<file path="config.mk">
export PLATFORM = sky130hd
export DESIGN_NAME = mds_datapath
export DESIGN_NICKNAME = d
export VERILOG_FILES = /design/src/mds_pkg.sv /design/src/mds_datapath.sv
export VERILOG_INCLUDE_DIRS = /design/src
export SDC_FILE = /design/constraint.sdc
export NUM_CORES = 1
export LEC_CHECK = 0
export ABC_AREA = 1
export ABC_CLOCK_PERIOD_IN_PS = 3200
export BUFFER_PORTS_ARGS = -buffer_cell sky130_fd_sc_hd__buf_2
export CORE_UTILIZATION = 45
export CTS_CLUSTER_DIAMETER = 60
export CTS_CLUSTER_SIZE = 16
export DETAILED_ROUTE_END_ITERATION = 10
export PLACE_DENSITY = 0.66
export SLEW_MARGIN = 10
export SYNTH_ARGS = -nofsm -noshare
export SYNTH_HDL_FRONTEND = slang
export SYNTH_SLANG_ARGS = --single-unit
</file>
<file path="constraint.sdc">
create_clock -name clk -period 3.2 [get_ports clk]
set_input_delay 0.32 -clock clk [delete_from_list [all_inputs] [get_ports clk]]
set_output_delay 0.32 -clock clk [all_outputs]
set_load 0.01 [all_outputs]
</file>
<file path="src/mds_params.svh">
// constants for the microinstruction destination, shift and next-address block
`ifndef MDS_PARAMS_SVH
`define MDS_PARAMS_SVH
// special destination codes
`define MDS_RF_PC 3'h1
`define MDS_RF_SHCNT 3'h2
`define MDS_RF_OPREG_A 3'h3
`define MDS_RF_OPREG_B 3'h7
`define MDS_RF_PKEY 3'h6
// sequence and memory-op codes
`define MDS_SF_ZERO 2'h0
`define MDS_SF_PAGE 2'h2
`define MDS_IM_MIR 4'h4
`define MDS_IM_DATA_BIT 1
`define MDS_IM_MAR_HI 2'h1
`define MDS_IM_IO_HI 3'h7
// test, condition and extract codes
`define MDS_TF_NONE 2'h0
`define MDS_GF_PAGE_BIT 2
`define MDS_AB_EXTR_A 2'h1
`define MDS_AB_EXTR_B 2'h2
`define MDS_FS_NORMAL 4'h0
// shift fill select codes
`define MDS_XF_OWN 2'h0
`define MDS_XF_GPR 2'h1
`define MDS_XF_ALT 2'h2
`define MDS_XF_LAST 2'h3
// widths and reset values
`define MDS_MSB 15
`define MDS_SC_ONES 8'hff
`define MDS_SC_ONE 8'h01
`define MDS_PC_ONE 16'h0001
`define MDS_WORD_RST 16'h0000
`define MDS_ADDR_RST 9'h000
`define MDS_KEY_RST 4'h0
`define MDS_MAP_HI_LSB 12
// register port offsets
`define MDS_REG_PC 4'h0
`define MDS_REG_SHCNT 4'h1
`define MDS_REG_OPREG 4'h2
`define MDS_REG_KEYS 4'h3
`define MDS_REG_NEXT 4'h4
`define MDS_REG_STATUS 4'h5
`define MDS_KEYS_IO_LSB 4
`endif

</file>
<file path="src/mds_pkg.sv">
// types for the microinstruction destination, shift and next-address block
package mds_pkg;
   typedef logic [15:0] mds_word_t;
   typedef logic [8:0] mds_caddr_t;
   typedef logic [3:0] mds_key_t;
   typedef logic [7:0] mds_count_t;
endpackage : mds_pkg

</file>
<file path="src/mds_datapath.sv">
// destination steering, shift/program counters, keys, operand shifter, next address
//
// Operation
// - gr write bit with class 0X writes result into register picked by a_select
// - special dest: 001 pc, 010 shift counter, 011/111 operand, 110 proc key
// - one microinstruction may load a general and a special register together
// - sequence not 00: XX1X drives data bus, 01XX loads address, if cycle starts
// - sequence 00, memory-op 0100 loads memory input register and instruction buffer
// - sequence 00, memory-op 111X sends result to I/O register under I/O control
// - 8-bit shift counter increments and tests without the arithmetic unit
// - overflow true while counter is all ones; test sees pre-increment value
// - 16-bit pc increments alone; increment plus memory use gives new address
// - four-bit processor key goes to map with high address on processor ops
// - four-bit I/O key goes to map on ops started by I/O control
// - operand register shifts only when class is 0X, never with literal/mask
// - shift bit 0 holds; 1 shifts one place, left on direction 0, right on 1
// - left fill: own bit 15, gr bit 15, not result bit 15, zero
// - right fill: own bit 0, gr bit 0, own bit 15, shift flag
// - operand shift works alone or together with a shifted general register
// - every microinstruction gives the next address; no hardware increment
// - normal addressing: bits 0-3 from mask-low, bits 4-8 from address field
// - secondary field ORed into address bits 1 to 4 unless excluded
// - OR-in suppressed on extraction, interrupts allowed, I/O request, page jump
// - decode addressing takes next address from instruction buffer via decoder
// - zero mask bits clear address contribution; mask-high zero on I/O request
`timescale 1ns/10ps
`include "mds_params.svh"

module mds_datapath (
   input wire logic clk,
   input wire logic arst_n,
   input wire logic [15:0] alu_result,
   input wire logic gr_write_bit,
   input wire logic [1:0] b_source_class,
   input wire logic [3:0] a_register_select,
   input wire logic [2:0] special_dest_select,
   input wire logic [1:0] sequence_field,
   input wire logic [3:0] memory_op_field,
   input wire logic mem_cycle_start,
   input wire logic io_transfer,
   input wire logic io_mem_op,
   input wire logic sc_increment,
   input wire logic pc_increment,
   input wire logic pc_as_mem_addr,
   input wire logic shift_control_bit,
   input wire logic shift_direction_bit,
   input wire logic [1:0] shift_fill_select,
   input wire logic shift_flag,
   input wire logic [3:0] field_select,
   input wire logic [3:0] secondary_address_field,
   input wire logic mask_high_bit,
   input wire logic [3:0] mask_low_field,
   input wire logic [4:0] address_field,
   input wire logic [1:0] register_extract_field,
   input wire logic [1:0] test_field,
   input wire logic [3:0] condition_field,
   input wire logic decode_select,
   input wire logic [8:0] decoder_store_addr,
   input wire logic [3:0] reg_addr,
   input wire logic [15:0] reg_wdata,
   input wire logic reg_wr,
   input wire logic reg_rd,
   output logic [15:0] reg_rdata_q,
   output logic [15:0] gr_a_q,
   output logic [15:0] pc_q,
   output logic [7:0] shift_count_q,
   output logic sc_overflow_q,
   output logic [15:0] operand_q,
   output logic [3:0] proc_key_q,
   output logic [3:0] io_key_q,
   output logic [15:0] mem_data_q,
   output logic mem_data_en_q,
   output logic [15:0] mar_q,
   output logic [15:0] mem_addr_q,
   output logic [3:0] map_key_q,
   output logic [3:0] map_high_q,
   output logic [15:0] mir_q,
   output logic [15:0] ibuf_q,
   output logic [15:0] ior_q,
   output logic io_request_q,
   output logic [8:0] next_addr_q
);

   mds_pkg::mds_word_t gpr [16];
   mds_pkg::mds_word_t gr_sel;
   mds_pkg::mds_word_t pc_d;
   mds_pkg::mds_word_t mar_d;
   mds_pkg::mds_count_t sc_d;
   mds_pkg::mds_caddr_t normal_addr;
   mds_pkg::mds_caddr_t next_addr_d;
   logic no_literal;
   logic io_req;
   logic ts_block;
   logic mh_eff;
   logic fill_bit;
   logic [3:0] ts_term;

   assign gr_sel = gpr[a_register_select];
   assign no_literal = ~b_source_class[1];
   assign io_req = (sequence_field == `MDS_SF_ZERO)
                   && (memory_op_field[3:1] == `MDS_IM_IO_HI);

   generate
      for (genvar i = 0; i < 16; i++) begin : g_gpr
         always_ff @(posedge clk or negedge arst_n) begin
            if (!arst_n) begin
               gpr[i] <= `MDS_WORD_RST;
            end else if (gr_write_bit && no_literal
                         && (a_register_select == 4'(i))) begin
               gpr[i] <= alu_result;
            end
         end
      end
   endgenerate

   always_ff @(posedge clk or negedge arst_n) begin
      if (!arst_n) begin
         gr_a_q <= `MDS_WORD_RST;
      end else begin
         gr_a_q <= gr_sel;
      end
   end

   always_comb begin
      pc_d = pc_q;
      if (special_dest_select == `MDS_RF_PC) begin
         pc_d = alu_result;
      end else if (pc_increment) begin
         pc_d = pc_q + `MDS_PC_ONE;
      end
   end

   always_ff @(posedge clk or negedge arst_n) begin
      if (!arst_n) begin
         pc_q <= `MDS_WORD_RST;
      end else begin
         pc_q <= pc_d;
      end
   end

   always_comb begin
      sc_d = shift_count_q;
      if (special_dest_select == `MDS_RF_SHCNT) begin
         sc_d = alu_result[7:0];
      end else if (sc_increment) begin
         sc_d = shift_count_q + `MDS_SC_ONE;
      end
   end

   always_ff @(posedge clk or negedge arst_n) begin
      if (!arst_n) begin
         shift_count_q <= 8'h00;
         sc_overflow_q <= 1'b0;
      end else begin
         shift_count_q <= sc_d;
         sc_overflow_q <= (sc_d == `MDS_SC_ONES);
      end
   end

   always_ff @(posedge clk or negedge arst_n) begin
      if (!arst_n) begin
         proc_key_q <= `MDS_KEY_RST;
      end else if (special_dest_select == `MDS_RF_PKEY) begin
         proc_key_q <= alu_result[3:0];
      end
   end

   always_ff @(posedge clk or negedge arst_n) begin
      if (!arst_n) begin
         io_key_q <= `MDS_KEY_RST;
      end else if (reg_wr && (reg_addr == `MDS_REG_KEYS)) begin
         io_key_q <= reg_wdata[`MDS_KEYS_IO_LSB +: 4];
      end
   end

   always_comb begin
      fill_bit = 1'b0;
      if (!shift_direction_bit) begin
         case (shift_fill_select)
            `MDS_XF_OWN: fill_bit = operand_q[`MDS_MSB];
            `MDS_XF_GPR: fill_bit = gr_sel[`MDS_MSB];
            `MDS_XF_ALT: fill_bit = ~alu_result[`MDS_MSB];
            default: fill_bit = 1'b0;
         endcase
      end else begin
         case (shift_fill_select)
            `MDS_XF_OWN: fill_bit = operand_q[0];
            `MDS_XF_GPR: fill_bit = gr_sel[0];
            `MDS_XF_ALT: fill_bit = operand_q[`MDS_MSB];
            default: fill_bit = shift_flag;
         endcase
      end
   end

   always_ff @(posedge clk or negedge arst_n) begin
      if (!arst_n) begin
         operand_q <= `MDS_WORD_RST;
      end else if ((special_dest_select == `MDS_RF_OPREG_A)
                   || (special_dest_select == `MDS_RF_OPREG_B)) begin
         operand_q <= alu_result;
      end else if (no_literal && shift_control_bit) begin
         if (!shift_direction_bit) begin
            operand_q <= {operand_q[14:0], fill_bit};
         end else begin
            operand_q <= {fill_bit, operand_q[15:1]};
         end
      end
   end

   assign mar_d = (sequence_field != `MDS_SF_ZERO) && mem_cycle_start
                  && (memory_op_field[3:2] == `MDS_IM_MAR_HI)
                  ? alu_result : mar_q;

   always_ff @(posedge clk or negedge arst_n) begin
      if (!arst_n) begin
         mem_data_q <= `MDS_WORD_RST;
         mem_data_en_q <= 1'b0;
         mar_q <= `MDS_WORD_RST;
      end else begin
         mar_q <= mar_d;
         mem_data_en_q <= 1'b0;
         if ((sequence_field != `MDS_SF_ZERO) && mem_cycle_start
             && memory_op_field[`MDS_IM_DATA_BIT]) begin
            mem_data_q <= alu_result;
            mem_data_en_q <= 1'b1;
         end
      end
   end

   // I/O key on I/O control ops
   always_ff @(posedge clk or negedge arst_n) begin
      if (!arst_n) begin
         mem_addr_q <= `MDS_WORD_RST;
         map_key_q <= `MDS_KEY_RST;
         map_high_q <= `MDS_KEY_RST;
      end else begin
         mem_addr_q <= pc_as_mem_addr ? pc_d : mar_d;
         map_key_q <= io_mem_op ? io_key_q : proc_key_q;
         map_high_q <= pc_as_mem_addr ? pc_d[`MDS_MAP_HI_LSB +: 4]
                                      : mar_d[`MDS_MAP_HI_LSB +: 4];
      end
   end

   always_ff @(posedge clk or negedge arst_n) begin
      if (!arst_n) begin
         mir_q <= `MDS_WORD_RST;
         ibuf_q <= `MDS_WORD_RST;
      end else if ((sequence_field == `MDS_SF_ZERO)
                   && (memory_op_field == `MDS_IM_MIR)) begin
         mir_q <= alu_result;
         ibuf_q <= alu_result;
      end
   end

   always_ff @(posedge clk or negedge arst_n) begin
      if (!arst_n) begin
         ior_q <= `MDS_WORD_RST;
         io_request_q <= 1'b0;
      end else begin
         io_request_q <= io_req;
         if (io_req && io_transfer) begin
            ior_q <= alu_result;
         end
      end
   end

   assign ts_block = (register_extract_field == `MDS_AB_EXTR_A)
      || (register_extract_field == `MDS_AB_EXTR_B)
      || ((sequence_field == `MDS_SF_ZERO) && (test_field == `MDS_TF_NONE)
          && condition_field[`MDS_GF_PAGE_BIT])
      || io_req
      || ((test_field == `MDS_TF_NONE) && (sequence_field == `MDS_SF_PAGE)
          && condition_field[`MDS_GF_PAGE_BIT]);

   assign mh_eff = mask_high_bit && !io_req;
   assign ts_term = ts_block ? 4'h0 : secondary_address_field;

   always_comb begin
      normal_addr = {address_field, 4'h0};
      normal_addr = normal_addr | {4'h0, mh_eff, mask_low_field};
      normal_addr = normal_addr | {4'h0, ts_term, 1'b0};
   end

   assign next_addr_d = decode_select ? decoder_store_addr : normal_addr;

   always_ff @(posedge clk or negedge arst_n) begin
      if (!arst_n) begin
         next_addr_q <= `MDS_ADDR_RST;
      end else begin
         next_addr_q <= next_addr_d;
      end
   end

   // register port read, one cycle later
   always_ff @(posedge clk or negedge arst_n) begin
      if (!arst_n) begin
         reg_rdata_q <= `MDS_WORD_RST;
      end else if (reg_rd) begin
         if (reg_addr == `MDS_REG_PC) begin
            reg_rdata_q <= pc_q;
         end else if (reg_addr == `MDS_REG_SHCNT) begin
            reg_rdata_q <= {8'h00, shift_count_q};
         end else if (reg_addr == `MDS_REG_OPREG) begin
            reg_rdata_q <= operand_q;
         end else if (reg_addr == `MDS_REG_KEYS) begin
            reg_rdata_q <= {8'h00, io_key_q, proc_key_q};
         end else if (reg_addr == `MDS_REG_NEXT) begin
            reg_rdata_q <= {7'h00, next_addr_q};
         end else if (reg_addr == `MDS_REG_STATUS) begin
            reg_rdata_q <= {14'h0000, io_request_q, sc_overflow_q};
         end else begin
            reg_rdata_q <= `MDS_WORD_RST;
         end
      end else begin
         reg_rdata_q <= `MDS_WORD_RST;
      end
   end
endmodule : mds_datapath

</file>
==> flow_summary_export.csv, run 1 <==
group,metric,value,unit
synthesis,syn-cell-area,0.01852,mm2
clock_network,htreeDepth,2,
layout,syn2layout_area_growth,15.57,%
sta,rsz0062_at_grt,"false",
layout,drive_above_1_share,17.56,%
synthesis,syn_nets,2163,
sta,drv_slew,0,
sta,min_period_over_period,56.00,%
routing,vias,15570,
worst_hold_path,hold_path_class,"input port to flip-flop",
worst_hold_path,hold_path_end,"next_addr_q[0]",
routing,vias_per_cell,5.543,
clock_network,cts_setup_buffers,0,
setup_path,critPathRequiredTime,3.65,ns
sta,fin_crit,1.792,ns
routing,detail_route.wl_per_cell,20.33,um
grt,grt_max_degree,123,
clock_network,clk-insertion-delay-late,0.54,ns
power,peakVddDrop,0.3547,mV
sta,setup_viol,0,
setup_path,cp-start-kind,"flip-flop",
routing,drtAntennaViolNets,0,
synthesis,yosysWarningCount,0,
clock_network,cts_root_buf,"clkbuf_16",
worst_hold_path,hold-path-cell-count,3,
power,internal-power,9694,uW
placed_design,gp_congestion,0.9089,
power,power.density,653.6,mW/mm2
synthesis,ys_types,43,
synthesis,synth_seq_cells,432,
synthesis,yosysSeqAreaShare,58.38,%
layout,fillCellCount,3782,
clock_network,cts.sinks,432,
worst_hold_path,worstHoldStart,"decoder_store_addr[0]",
setup_path,crit_arrival,2.24,ns
die,core,0.04019,mm2
setup_path,rr_startpoint,"shift_count_q[1]",
die,io_pins,299,
clock_network,clk_path_buf_depth,3,
routing,drc,0,
setup_path,reg2reg_to,"sc_overflow_q",
sta,finalSetupTns,0,ns
setup_path,crit_path_end_kind,"flip-flop",
layout,fin_nets,2370,
sta,worst_pin_slew,0.9078,ns
setup_path,cp_max_fo,5,
setup_path,crit_path_max_incr_delay,0.43,ns
power,comb_power_share,18.8,%
status,status,"finished, final reports clean",
grt,overflow,0,
synthesis,synthFlopType,"dfrtp_1",
sta,hold_viol_final,0,
die,die_x,204.9,um
placed_design,numPortBuffers,278,
grt,grt_pass1_wl,87710,um
grt,antenna_found_initial,10,
setup_path,path_cells,"ha_1 -> nand3_1 -> nor2_1 -> nand3_1 -> a31oi_1 -> nand2_1 -> nor2_1 -> nand3_1 -> nor2_1",
power,switching_share,30.69,%
power,p_leak,0.01065,uW
placed_design,placed_cell_area,0.02026,mm2
sta,slew_headroom,39.41,%
setup_path,rr_worst_depth,9,
synthesis,avgSynthCellArea,8.997,um2
die,start_util,46.07,%
sta,finClkSkew,0.02055,ns
routing,drt_iter0_drc,1344,
layout,stdcell_area,0.02140,mm2
die,die_height,204.9,um
clock_network,cts_made_buffers,36,
synthesis,synthCells,2058,
power,power_frac_clock,30.2,%
routing,wirelength,57110,um
power,p_seq_share,51.0,%
die,dieArea,0.04196,mm2
setup_path,crit_type,"flip-flop to flip-flop",
setup_path,ff2ff_setup_slack,1.41,ns
grt,grtUsageTotal,27.53,%
grt,grt_pass1_vias,15130,
sta,max_freq,558.1,MHz
run,cap_violations,0,
routing,drtPass1Iterations,6,
synthesis,synth_edf_count,0,
setup_path,cp_slowest_cell,"dfrtp_1",
placed_design,dp_hpwl,37630,um
synthesis,ys_async_sr_fraction,100.0,%
clock_network,clk_pin_slew,0.07,ns
clock_network,cts_tree,"done",
power,switchingPower,4293,uW
die,rows,73,
-- worst max-delay path: cells and delay by family (launching register included) --
kind | cells | cell delay, ns
and+or+nand+nor | 7 | 0.83
DFF | 1 | 0.43
AOI/OAI and AO/OA | 1 | 0.23
adders and majority gates | 1 | 0.20
-- power by group through the flow --
stage                     clock (uW)  sequential [uW]  combinational, uW
after detailed placement           0             7210               2640
after floorplan                    0             7240               1400
after global routing            4490             7250               2970
final                           4220             7130               2630
after global placement             0             7180               2580
after CTS                       4300             7120               2650
-- layout by cell type, fill, tap and decap left out, drive strengths merged, types with 18 or more instances in the layout --
cell / instances
a21oi: 23
a22oi: 120
buf: 322
clkbuf: 40
dfrtp: 432
inv: 107
nand2: 672
nand4: 18
nor2: 55
o21ai: 361
-- flip-flops by register name (all words and copies together) (netlist names) --
register,flops
ior_q,16
sc_overflow_q,1
io_request_q,1
gr_a_q,16
mem_addr_q,12
shift_count_q,8
io_key_q,4
mem_data_q,16
mar_q,16
proc_key_q,4
reg_rdata_q,16
gpr,256
operand_q,16
next_addr_q,9
map_high_q,4
mir_q,16
map_key_q,4
pc_q,16
mem_data_en_q,1
-- worst max path at each step --
stage	start	to	slack [ns]
after floorplan	pc_q[0]	map_high_q[0]	1.67
after detailed placement	a_register_select[0]	gpr[163]	0.98
final	shift_count_q[1]	sc_overflow_q	1.41
after CTS	pc_q[0]	mem_addr_q[8]	1.41
after global placement	a_register_select[1]	operand_q[0]	1.03
after global routing	pc_q[8]	map_high_q[3]	1.21
-- area by class of cell --
cell class | count | area (um2) | area share (%)
tap | 525 | 656.9 | 3.070
timing repair buffer | 329 | 1877 | 8.770
inverter | 108 | 405.4 | 1.894
antenna | 6 | 15.01 | 0.07016
clock buffer | 40 | 947.2 | 4.426
multi-input combinational | 1358 | 6579 | 30.74
clock inverter | 11 | 108.9 | 0.5087
sequential | 432 | 10810 | 50.52
-- synthesized netlist by cell type, types with 13 or more instances --
cell / instances / area, um2
o21ai_0: 345 / 1727
nand2_1: 671 / 2519
dfrtp_1: 432 / 10810
a22oi_1: 120 / 900.9
nand4_1: 18 / 112.6
o21a_1: 16 / 120.1
o221ai_1: 15 / 131.4
buf_2: 31 / 155.2
a21oi_1: 23 / 115.1
inv_1: 100 / 375.4
nand3_1: 13 / 65.06
buf_4: 26 / 195.2
nor2_1: 50 / 187.7
clkbuf_1: 101 / 379.1
-- metal layers --
metal	routed length [um]	vias up	part of all wire (%)	global-route usage, %
li1	-	7213	-	-
met1	23680	7576	41	36.57
met2	26950	660	47	44.65
met3	4692	117	8.2	6.045
met4	1761	4	3.1	9.101
met5	27	-	0.047	0
-- repair_timing --
item | CTS | global route
gates resized for setup | 0 | 0
hold buffers | 7 | 0
hold endpoints to repair | 48 | 0
-- kinds of logic (layout without fill, tap and decap cells) --
kind of cell / Yosys count / count (layout) / synth area share [%]
AND/OR/NAND/NOR: 771 / 771 / 16.40
AO/OA/AOI/OAI: 563 / 563 / 17.79
flip-flops: 432 / 432 / 58.38
buffers and inverters: 268 / 488 / 6.169
XOR/XNOR: 14 / 14 / 0.6622
multiplexers: 8 / 8 / 0.4595
adder cells (fa/ha/maj): 2 / 2 / 0.1351
other: 0 / 6 / 0
-- through the flow --
step / total power (uW) / std cells / hold slack (ns) / util, % / setup WS [ns]
floorplan: 8637 / 2058 / 0.02441 / - / 1.672
global placement: 9757 / 2745 / 0.2727 / 50.41 / 1.027
detailed placement: 9847 / 2745 / 0.2746 / 50.41 / 0.9759
CTS: 14070 / 2803 / 0.001701 / 53.21 / 1.414
global route: 14710 / 2805 / 0.01437 / 53.22 / 1.213
finish: 13990 / 2809 / 0.01191 / 53.25 / 1.408
Note: power is estimated with default switching activity, not from simulation.
==> run 2, diff against run 1 <==
ABC_AREA = 0   (was 1)
ABC_CLOCK_PERIOD_IN_PS = 1730   (was 3200)
clock period = 1.73 ns   (was 3.2 ns; I/O delays follow)
==> run 2 against run 1 <==
Compared with the run above:
- global-route usage shrank 3.5 points
- sequential share of layout area fell by 5.2 points
- sequential cell count unchanged
==> flow_summary_export.csv, run 2 <==
group,metric,value,unit
status,status,"finished, final reports clean",
grt,antenna_found_initial,1,
setup_path,crit_path_end_kind,"flip-flop",
layout,final_util,56.51,%
power,power_frac_clock,30.9,%
synthesis,avgSynthCellArea,14.17,um2
setup_path,cp.depth,6,
sta,rsz0062_at_grt,"true",
synthesis,synth_edf_count,0,
clock_network,cts.sinks,432,
setup_path,crit_arrival,2.16,ns
worst_hold_path,hold-path-cell-count,4,
setup_path,cp_slowest_cell,"dfrtp_2",
clock_network,clk-insertion-delay-late,0.56,ns
sta,setup_viol,0,
layout,layout_common_cells,"dfrtp_1, mux2_2, buf_2",
sta,hold_viol_final,0,
synthesis,synthCells,1370,
routing,drc,0,
power,switching_share,28.17,%
synthesis,ys_types,60,
placed_design,dp_hpwl,36150,um
synthesis,synthFlopType,"dfrtp_1",
sta,finClkSkew,0.01823,ns
layout,drive_above_1_share,52.62,%
power,power.density,1181,mW/mm2
sta,max_freq,581.8,MHz
routing,drtPass1Iterations,5,
layout,syn2layout_area_growth,22.90,%
power,p_seq_share,47.3,%
clock_network,htreeDepth,2,
power,comb_power_share,21.8,%
layout,largest_reg_flops,256,
clock_network,clk_path_buf_depth,3,
worst_hold_path,hold_path_class,"input port to flip-flop",
layout,top_register,"gpr",
layout,fillCellCount,3447,
synthesis,synth_top_area_share,55.68,%
sta,worst_pin_slew,0.6010,ns
sta,min_period_over_period,99.35,%
routing,drt_iter0_drc,826,
synthesis,yosysWarningCount,0,
run,cap_violations,0,
setup_path,rr_worst_depth,6,
routing,vias_per_cell,5.578,
synthesis,syn-cell-area,0.01942,mm2
power,p_leak,0.01109,uW
setup_path,path_buf_inv,0,
die,die_height,209.7,um
layout,fin_nets,1837,
synthesis,syn_nets,1475,
setup_path,critPathRequiredTime,2.17,ns
sta,drv_slew,0,
grt,grtUsageTotal,23.99,%
synthesis,yosysSeqAreaShare,55.68,%
grt,overflow,0,
routing,wirelength,51460,um
setup_path,cp-start-kind,"flip-flop",
sta,fin_crit,1.719,ns
clock_network,clk_pin_slew,0.07,ns
placed_design,numPortBuffers,278,
sta,hold_ws,0.03765,ns
routing,detail_route.wl_per_cell,22.41,um
synthesis,yosysTopAreaCell,"dfrtp_1",
grt,grt_pass1_wl,79650,um
grt,grt_pass1_vias,13290,
setup_path,crit_path_max_incr_delay,0.40,ns
power,internal-power,20240,uW
layout,final_common_cell,"dfrtp_1",
power,switchingPower,7938,uW
placed_design,gp_congestion,0.9803,
die,dieArea,0.04398,mm2
setup_path,path_delay_family,"simple AND/OR/NAND/NOR gates",
setup_path,cp_max_fo,4,
synthesis,yosysMostFrequentCell,"dfrtp_1",
die,die_x,209.7,um
routing,drtAntennaViolNets,0,
routing,vias,12810,
die,io_pins,299,
synthesis,synth.top_cells.by_count,"dfrtp_1, mux2_2, mux4_2",
grt,grt_max_degree,66,
die,rows,75,
die,core,0.04223,mm2
synthesis,synth_seq_cells,432,
clock_network,cts_root_buf,"clkbuf_16",
die,start_util,45.98,%
setup_path,crit_type,"flip-flop to flip-flop",
setup_path,path_cells,"ha_1 -> nand3_2 -> nor3_2 -> xnor2_1 -> a21oi_1 -> mux2_2",
sta,slew_headroom,59.89,%
power,peakVddDrop,0.7986,mV
clock_network,cts_tree,"done",
synthesis,ys_async_sr_fraction,100.0,%
synthesis,synth_area_leaders,"dfrtp_1, mux2_2, mux4_2, o21ai_0, nand2_1",
clock_network,cts_made_buffers,38,
[run 2: changes by cell type in the layout (fill, tap and decap cells not counted), moves of 63 or more]
cell / change
mux2_2: +332
mux4_2: +78
buf_4: +63
a22oi_1: -107
nand2_1: -600
inv_1: -92
o21ai_0: -293
[run 2: what timing repair did]
action,4_1_cts,5_1_grt
setup endpoints to repair,1,8
gates resized for setup,1,13
hold endpoints to repair,364,0
setup buffers,0,0
pin swaps,0,2
hold buffers,36,0
[run 2: path summary, 6_finish.rpt]
check / startpoint / endpoint / slack (ns)
setup / recovery: pc_q[0] / mem_addr_q[10] / 0.01
max in group asynchronous: arst_n / mir_q[15] / 0.85
setup reg to reg: pc_q[0] / mem_addr_q[10] / 0.01
min in group asynchronous: arst_n / ior_q[7] / 0.13
hold reg to reg: gpr[81] / gpr[81] / 0.48
hold / removal: shift_fill_select[0] / operand_q[0] / 0.04
[run 2: power by group through the flow]
stage               combinational [uW]  sequential (uW)  clock [uW]
finish                            6160            13300        8700
detailed placement                6060            13500           0
global route                      6660            13600        9310
CTS                               6160            13300        8940
floorplan                         3310            13600           0
global placement                  5910            13400           0
[run 2: cells by family after synthesis]
logic type / synth area share, %
buffers and inverters: 3.460
AOI/OAI and AO/OA: 4.008
DFF: 55.68
adders and majority gates: 0.1289
and+or+nand+nor: 5.787
xor gates and xnor gates: 1.037
muxes: 29.90
[run 2: worst min-delay path: stages]
cell	delay [ns]
buf_2	0.10
a211oi_1	0.05
a31oi_1	0.14
a31oi_1	0.10
[run 2: final cells by class]
type / instances / area (um2) / area share [%]
Timing Repair Buffer: 443 / 3095 / 12.97
Sequential cell: 432 / 10820 / 45.35
Antenna cell: 1 / 2.502 / 0.01049
Tap cell: 539 / 674.4 / 2.826
Clock inverter: 17 / 198.9 / 0.8337
Clock buffer: 47 / 1046 / 4.384
Inverter: 7 / 26.28 / 0.1101
Multi-Input combinational cell: 810 / 7998 / 33.52
[run 2: routing by layer]
layer / track usage, % / vias up / routed length [um]
met1: 31.81 / 6602 / 22260
li1: - / 5689 / -
met2: 41.29 / 425 / 25600
met3: 3.232 / 90 / 2422
met5: 0 / - / 0
met4: 6.821 / 0 / 1190
[run 2: metrics by stage]
step                worst slack [ns]  instances  area [um2]  power, uW  setup TNS, ns
floorplan                   0.001584       1370       19430      16900              0
global placement             -0.1141       2195       22190      19320         -5.526
detailed placement           -0.1253       2195       22190      19570         -9.584
CTS                         0.007532       2295       23810      28440              0
global route                -0.06473       2295       23860      29540       -0.09563
finish                       0.01125       2296       23860      28180              0
